===== src/status_reporter_defs.vh =====
`ifndef STATUS_REPORTER_DEFS_VH
`define STATUS_REPORTER_DEFS_VH

`define REG_W            16
`define REG_ZERO         16'h0000
`define USED_BITS_MASK   16'h1fff
`define RISE_MASK        16'h1bff
`define FALL_MASK        16'h0f01
`define BIT_VALID        12
`define BIT_REMOTE       11
`define BIT_SWEEP        10
`define BIT_CAL_COMPENSATION_SWITCH      9
`define BIT_EXTERNAL_REFERENCE_SELECTED       8
`define BIT_AM_OVER      7
`define BIT_AM_UNDER     6
`define BIT_FM_OVER      5
`define BIT_FM_UNDER     4
`define BIT_REV_POWER    3
`define BIT_LIMIT        2
`define BIT_FAULT        1
`define BIT_OUTPUT_ON    0
`define SEL_W            2
`define SEL_CONDITION    2'h0
`define SEL_LATCH        2'h1
`define SEL_MASK         2'h2
`define CAT_W            2
`define CODE_W           16
`define QDEPTH           8
`define QPTR_W           3
`define QCNT_W           4
`define QCNT_ZERO        4'h0
`define QCNT_ONE         4'h1
`define QCNT_FULL        4'h8
`define TOP_ZERO         3'h0
`define QPTR_ZERO        3'h0
`define QPTR_ONE         3'h1

`endif


===== src/change_detector.v =====
`timescale 1ns/1ps
`default_nettype none
`include "status_reporter_defs.vh"

module change_detector
(
  input  wire                mclk,
  input  wire                sys_rst,
  input  wire [`REG_W-1:0]   cond,
  input  wire                clear_pulse,
  output reg  [`REG_W-1:0]   latch_q
);

  reg  [`REG_W-1:0] prev_q;
  wire [`REG_W-1:0] rise_mask = `RISE_MASK;
  wire [`REG_W-1:0] fall_mask = `FALL_MASK;

  genvar i;
  generate
    for (i = 0; i < `REG_W; i = i + 1)
    begin : g_bit
      wire hit;
      // Edge by configured direction
      assign hit = (rise_mask[i] & cond[i] & ~prev_q[i])
                 | (fall_mask[i] & ~cond[i] & prev_q[i]);
      always @(posedge mclk)
      begin
        if (sys_rst)
        begin
          prev_q[i]  <= cond[i];                            // No edge at release
          latch_q[i] <= 1'b0;
        end
        else
        begin
          prev_q[i] <= cond[i];
          if (hit)
            latch_q[i] <= 1'b1;                             // Set wins over clear
          else if (clear_pulse)
            latch_q[i] <= 1'b0;
        end
      end
    end
  endgenerate

endmodule

`default_nettype wire


===== src/status_queue.v =====
`timescale 1ns/1ps
`default_nettype none
`include "status_reporter_defs.vh"

module status_queue
(
  input  wire                 mclk,
  input  wire                 sys_rst,
  input  wire                 flush,
  input  wire                 load_push,
  input  wire [`CODE_W-1:0]   load_code,
  input  wire                 pop,
  output wire [`CODE_W-1:0]   head_code,
  output wire                 nonempty,
  output wire                 full
);

  reg [`CODE_W-1:0] mem [0:`QDEPTH-1];
  reg [`QPTR_W-1:0] rd_q;
  reg [`QPTR_W-1:0] wr_q;
  reg [`QCNT_W-1:0] cnt_q;
  wire do_pop  = pop & (cnt_q != `QCNT_ZERO);
  wire do_push = load_push & ~full;

  assign nonempty  = (cnt_q != `QCNT_ZERO);
  assign full      = (cnt_q == `QCNT_FULL);
  // Empty queue answers code 0
  assign head_code = nonempty ? mem[rd_q] : `REG_ZERO;

  always @(posedge mclk)
  begin
    if (do_push)
      mem[wr_q] <= load_code;
  end

  always @(posedge mclk)
  begin
    if (sys_rst || flush)
    begin
      rd_q  <= `QPTR_ZERO;
      wr_q  <= `QPTR_ZERO;
      cnt_q <= `QCNT_ZERO;
    end
    else
    begin
      if (do_push)
        wr_q <= wr_q + `QPTR_ONE;
      if (do_pop)
        rd_q <= rd_q + `QPTR_ONE;
      if (do_push && !do_pop)
        cnt_q <= cnt_q + `QCNT_ONE;
      else if (do_pop && !do_push)
        cnt_q <= cnt_q - `QCNT_ONE;
    end
  end

endmodule

`default_nettype wire


===== src/instrument_status_change_reporter.v =====
// Contract
// - Bit 11 shows remote control state
// - Bit 10 shows sweep in progress
// - Bit 9 mirrors cal compensation switch
// - Bit 8 shows external reference selected
// - Bits 7/6 show AM over/under
// - Bits 5/4 show FM over/under
// - Bits 3/2 show reverse trip, limited region
// - Bits 1/0 show fault, output on
// - Change bits set on configured edge
// - Enabled set change bit raises summary flag
// - All-zero mask never raises summary flag
// - Mask kept across power cycles
// - Queries return whole 16-bit value
// - Reading change latch clears it
// - Change latch zero at power-up
// - Mask written only by remote command
// - Status load flushes, then loads category
// - Status query pops oldest, empty gives 0
// - Queue-nonempty flag reflects queue state
// - Queue emptied at power-up and clear-status
`timescale 1ns/1ps
`default_nettype none
`include "status_reporter_defs.vh"

module instrument_status_change_reporter
(
  input  wire                 mclk,
  input  wire                 sys_rst,
  input  wire                 remote_active,
  input  wire                 sweep_active,
  input  wire                 cal_compensation_switch,
  input  wire                 external_reference_selected,
  input  wire                 amplitude_mod_over,
  input  wire                 amplitude_mod_under,
  input  wire                 frequency_mod_over,
  input  wire                 frequency_mod_under,
  input  wire                 reverse_power_trip,
  input  wire                 limited_region,
  input  wire                 hardware_fault,
  input  wire                 output_enabled_flag,
  input  wire                 condition_valid,
  input  wire                 query_strobe,
  input  wire [`SEL_W-1:0]    query_select,
  input  wire                 mask_write_strobe,
  input  wire [`REG_W-1:0]    mask_write_value,
  input  wire [`REG_W-1:0]    mask_restore_value,
  input  wire                 status_load_strobe,
  input  wire [`CAT_W-1:0]    status_category,
  input  wire                 status_entry_valid,
  input  wire [`CODE_W-1:0]   status_entry_code,
  input  wire                 status_query_strobe,
  input  wire                 clear_status,
  output reg  [`REG_W-1:0]    query_response,
  output reg                  query_response_valid,
  output reg  [`CODE_W-1:0]   status_response,
  output reg                  status_response_valid,
  output reg                  change_summary_flag,
  output reg                  status_queue_nonempty,
  output reg  [`CAT_W-1:0]    loaded_category,
  output reg                  status_queue_full,
  output reg  [`REG_W-1:0]    mask_store_value
);

  reg  [`REG_W-1:0]  cond_q;
  reg  [`REG_W-1:0]  mask_q;
  wire [`REG_W-1:0]  latch_w;
  wire [`REG_W-1:0]  cond_d;
  wire [`CODE_W-1:0] head_w;
  wire               nonempty_w;
  wire               full_w;
  wire               latch_read;

  // Live condition bits
  assign cond_d[`REG_W-1:`BIT_VALID+1] = `TOP_ZERO;
  assign cond_d[`BIT_VALID]     = condition_valid;
  assign cond_d[`BIT_REMOTE]    = remote_active;
  assign cond_d[`BIT_SWEEP]     = sweep_active;
  assign cond_d[`BIT_CAL_COMPENSATION_SWITCH]   = cal_compensation_switch;
  assign cond_d[`BIT_EXTERNAL_REFERENCE_SELECTED]    = external_reference_selected;
  assign cond_d[`BIT_AM_OVER]   = amplitude_mod_over;
  assign cond_d[`BIT_AM_UNDER]  = amplitude_mod_under;
  assign cond_d[`BIT_FM_OVER]   = frequency_mod_over;
  assign cond_d[`BIT_FM_UNDER]  = frequency_mod_under;
  assign cond_d[`BIT_REV_POWER] = reverse_power_trip;
  assign cond_d[`BIT_LIMIT]     = limited_region;
  assign cond_d[`BIT_FAULT]     = hardware_fault;
  assign cond_d[`BIT_OUTPUT_ON] = output_enabled_flag;

  assign latch_read = query_strobe && (query_select == `SEL_LATCH);

  // Tracks inputs through reset, no false edge at release
  always @(posedge mclk)
  begin
    cond_q <= cond_d;
  end

  change_detector u_change
  (
    .mclk        (mclk),
    .sys_rst     (sys_rst),
    .cond        (cond_q),
    .clear_pulse (latch_read),
    .latch_q     (latch_w)
  );

  // Mask restored from storage, writable only remotely
  always @(posedge mclk)
  begin
    if (sys_rst)
      mask_q <= mask_restore_value & `USED_BITS_MASK;
    else if (mask_write_strobe)
      mask_q <= mask_write_value & `USED_BITS_MASK;
  end

  status_queue u_queue
  (
    .mclk      (mclk),
    .sys_rst   (sys_rst),
    .flush     (status_load_strobe | clear_status),
    .load_push (status_entry_valid & ~status_load_strobe & ~clear_status),
    .load_code (status_entry_code),
    .pop       (status_query_strobe),
    .head_code (head_w),
    .nonempty  (nonempty_w),
    .full      (full_w)
  );

  always @(posedge mclk)
  begin
    if (sys_rst)
    begin
      query_response        <= `REG_ZERO;
      query_response_valid  <= 1'b0;
      status_response       <= `REG_ZERO;
      status_response_valid <= 1'b0;
      change_summary_flag   <= 1'b0;
      status_queue_nonempty <= 1'b0;
      loaded_category       <= {`CAT_W{1'b0}};
      status_queue_full     <= 1'b0;
      mask_store_value      <= `REG_ZERO;
    end
    else
    begin
      query_response_valid <= query_strobe;
      if (query_strobe)
      begin
        case (query_select)
          `SEL_CONDITION: query_response <= cond_q;
          `SEL_LATCH:     query_response <= latch_w;
          `SEL_MASK:      query_response <= mask_q;
          default:        query_response <= `REG_ZERO;
        endcase
      end
      status_response_valid <= status_query_strobe;
      if (status_query_strobe)
        status_response <= head_w;
      // Summary from enabled latched changes
      change_summary_flag   <= |(latch_w & mask_q);
      status_queue_nonempty <= nonempty_w;
      status_queue_full     <= full_w;
      if (status_load_strobe)
        loaded_category <= status_category;
      mask_store_value <= mask_q;
    end
  end

endmodule

`default_nettype wire


===== config.mk =====
export PLATFORM = sky130hd
export DESIGN_NAME = instrument_status_change_reporter
export DESIGN_NICKNAME = d
export VERILOG_FILES = /design/src/change_detector.v /design/src/status_queue.v /design/src/instrument_status_change_reporter.v
export VERILOG_INCLUDE_DIRS = /design/src
export SDC_FILE = /design/constraint.sdc
export NUM_CORES = 1
export LEC_CHECK = 0
export BUFFER_PORTS_ARGS = -buffer_cell sky130_fd_sc_hd__buf_2
export CAP_MARGIN = 30
export CORE_UTILIZATION = 39
export CTS_BUF_LIST = sky130_fd_sc_hd__clkbuf_4
export DETAILED_ROUTE_END_ITERATION = 10
export PLACE_DENSITY = 0.66
export SLEW_MARGIN = 0
export SYNTH_ARGS = -nofsm -noshare
export SYNTH_HDL_FRONTEND = slang
export SYNTH_HIERARCHICAL = 1
export SYNTH_SLANG_ARGS = --single-unit

===== constraint.sdc =====
create_clock -name mclk -period 6.65 [get_ports mclk]
set_input_delay 0.665 -clock mclk [delete_from_list [all_inputs] [get_ports mclk]]
set_output_delay 0.665 -clock mclk [all_outputs]
set_load 0.1 [all_outputs]

==> flow_metrics.py <==
metrics = {
    "outcome": {
        "outcome": "finished clean",
    },
    "final_layout": {
        "multi_input_area_um2": 2670,
        "final_common_cell": "edfxtp_1",
        "syn2layout_area_growth_pct": 18.5,
        "n_fill_cell": 2067,
        "antennaDiodeCount": 0,
        "layout_common_cells": "edfxtp_1 (141), buf_2 (118), dfxtp_1 (103)",
        "regArea_um2": 6320,
        "layout-drive-gt1-share": 0.372,
        "fin_nets": 832,
    },
    "routing": {
        "avgViaCountPerCell": 4.69,
        "remaining_drc_errors": 0,
        "finalWirelength_um": 18200,
        "ant_nets": 0,
        "routedWlPerCell_um": 16.3,
        "dr.pass1.iters": 4,
        "vias": 5236,
        "drt_iter0_drc": 271,
    },
    "placement": {
        "io_buffers": 118,
        "place_hpwl_um": 11000,
        "place_congestion": 0.763,
    },
    "floorplanning": {
        "pin_count": 128,
        "core-area_um2": 22800,
        "row_count": 55,
        "die_w_um": 156,
        "fp.dieH_um": 156,
        "initial_core_util": 0.402,
        "die_area_um2": 24200,
    },
    "setup_path": {
        "endpoint_kind": "flip-flop",
        "timing_worst_setup_path_type": "reg2reg",
        "critPathRequiredTime_ns": 7.20,
        "r2r_slack_ns": 4.07,
        "startpoint_type": "flip-flop",
        "critPathMaxFanout": 5,
        "worstPathArrival_ns": 3.13,
    },
    "timing": {
        "worst_pin_slew_ns": 0.729,
        "fin_skew_ns": 0.0445,
        "maxSlewHeadroom": 0.512,
        "fmax_ghz": 0.388,
        "setup_violations": 0,
        "tns_ns": 0,
        "min_period_over_period": 0.388,
        "hold_violations": 0,
        "rsz0062_at_grt": "no",
        "hold_slack_ns": 0.108,
        "min_period_ns": 2.58,
        "slew_violations": 0,
    },
    "clock_tree": {
        "cts_tree": "done",
        "post_cts_resize_count": 0,
        "insertion_delay_ns": 0.67,
        "cts_root_buf": "clkbuf_4",
        "clock_sinks": 245,
        "postCtsSetupBuffers": 0,
        "cts.path.max_buffers": 3,
        "cts_max_level": 2,
        "cts_hold_buf": 0,
        "numCtsBuffers": 61,
        "clkTransAtPathRegs_ns": 0.08,
    },
    "global_route": {
        "antenna_found_initial": 2,
        "grt_use_total": 0.155,
        "grt_overflow_total": 0,
        "grt_pass1_wl_um": 28800,
        "grt_max_degree": 62,
        "grt_pass1_vias": 5317,
    },
    "power_and_ir_drop": {
        "p_per_area_nw_per_um2": 295,
        "leakage_nw": 4.11,
        "peakVddDrop_mv": 0.134,
        "power_w": 0.00321,
    },
    "logic_synthesis": {
        "syn_area_um2": 9200,
        "ys.flop_type": "edfxtp_1",
        "synth_warnings": 6,
        "syn_area_per_cell_um2": 15.5,
        "synth-seq-cells": 245,
        "async_reset_ff_frac": 0,
        "synth-edff-count": 141,
        "synthCells": 594,
        "ys_seq_area_frac": 0.687,
        "netlist-cell-type-count": 48,
    },
    "hold_path": {
        "hold_class": "in2reg",
    },
    "job": {
        "drv_cap": 0,
    },
}
## Yosys cell counts, drive strengths merged, types with 2 or more instances
library cell  instances  area [um2]
mux2i                49         490
or2                   7        43.8
conb                  2        7.51
nand2b               29         199
nor2b                18         115
nand2                 8        32.5
dfxtp               104        2080
ha                    5        62.6
nor2                 65         244
nor3                  2        10.0
xnor2                 5        43.8
clkbuf               15        57.6
a211oi               10        75.1
nand3                 8        40.0
a22oi                 3        22.5
buf                  24         170
edfxtp              141        4230
a21oi                20         108
a311oi                4        41.3
mux4                 32         721
inv                   5        18.8
and2                  2        12.5
a2bb2oi               9        78.8
xor2                  4        35.0
mux2                 13         146
## power by group
group | internal (W) | switching [W]
logic | 0.0000762 | 0.000206
clock network | 0.000678 | 0.000577
registers | 0.00165 | 0.0000254
## final cells by class
class | count | share of cell area
flip-flops and latches | 245 | 0.580
multi-input cells | 309 | 0.245
clock buffers | 100 | 0.0689
repair buffers | 131 | 0.0632
well taps | 313 | 0.0360
clock inverters | 13 | 0.00540
inverters | 5 | 0.00172
## flip-flops by register name, summed over array words and instances (netlist names), 2 cells and up, named ones only
name and flops:
mask_q 13, mask_store_value 13, u_change/prev_q 13, u_queue/rd_q 3
u_queue/cnt_q 4, cond_q 13, u_queue/wr_q 3, status_response 16
u_queue/mem 128, loaded_category 2, u_change/latch_q 13, query_response 16
## per-stage QoR
stage | setup WS (ns) | instance area [um2] | util | instances
after global placement | 3.73 | 10100 | 0.441 | 1003
final | 4.07 | 10900 | 0.477 | 1116
after detailed placement | 3.71 | 10100 | 0.441 | 1003
after global routing | 3.89 | 10900 | 0.477 | 1116
after floorplan | 3.67 | 9210 | - | 598
after CTS | 4.08 | 10900 | 0.477 | 1116
## final timing paths
check	to	cells past startpoint	from
setup / recovery	u_queue/cnt_q[3]	9	u_queue/cnt_q[1]
hold / removal	cond_q[7]	1	amplitude_mod_over
setup reg to reg	u_queue/cnt_q[3]	9	u_queue/cnt_q[1]
hold reg to reg	u_change/prev_q[6]	0	cond_q[6]
## kinds of logic after synthesis
group,share of synthesized area
flops,0.687
fa+ha+maj,0.00898
other cells,0.000817
xor+xnor,0.00857
compound gates,0.0410
simple gates,0.0793
mux,0.148
buf+inv,0.0268
## per-layer routing
layer | vias up | GRT usage | part of all wire
met4 | 4 | 0.0542 | 0.015
met2 | 171 | 0.244 | 0.46
li1 | 2546 | - | -
met5 | - | 0 | 0.0016
met3 | 30 | 0.0458 | 0.065
met1 | 2485 | 0.204 | 0.46
## critical path, stage by stage, from the launching register on
cell and delay (ns):
dfxtp_1 0.38, or4b_4 0.58, and2_1 0.25, ha_1 0.22, inv_1 0.13, ha_1 0.29
a21oi_1 0.19, a211o_1 0.17, a211oi_1 0.06, a31o_2 0.21
Note: power is estimated with default switching activity, not from simulation.
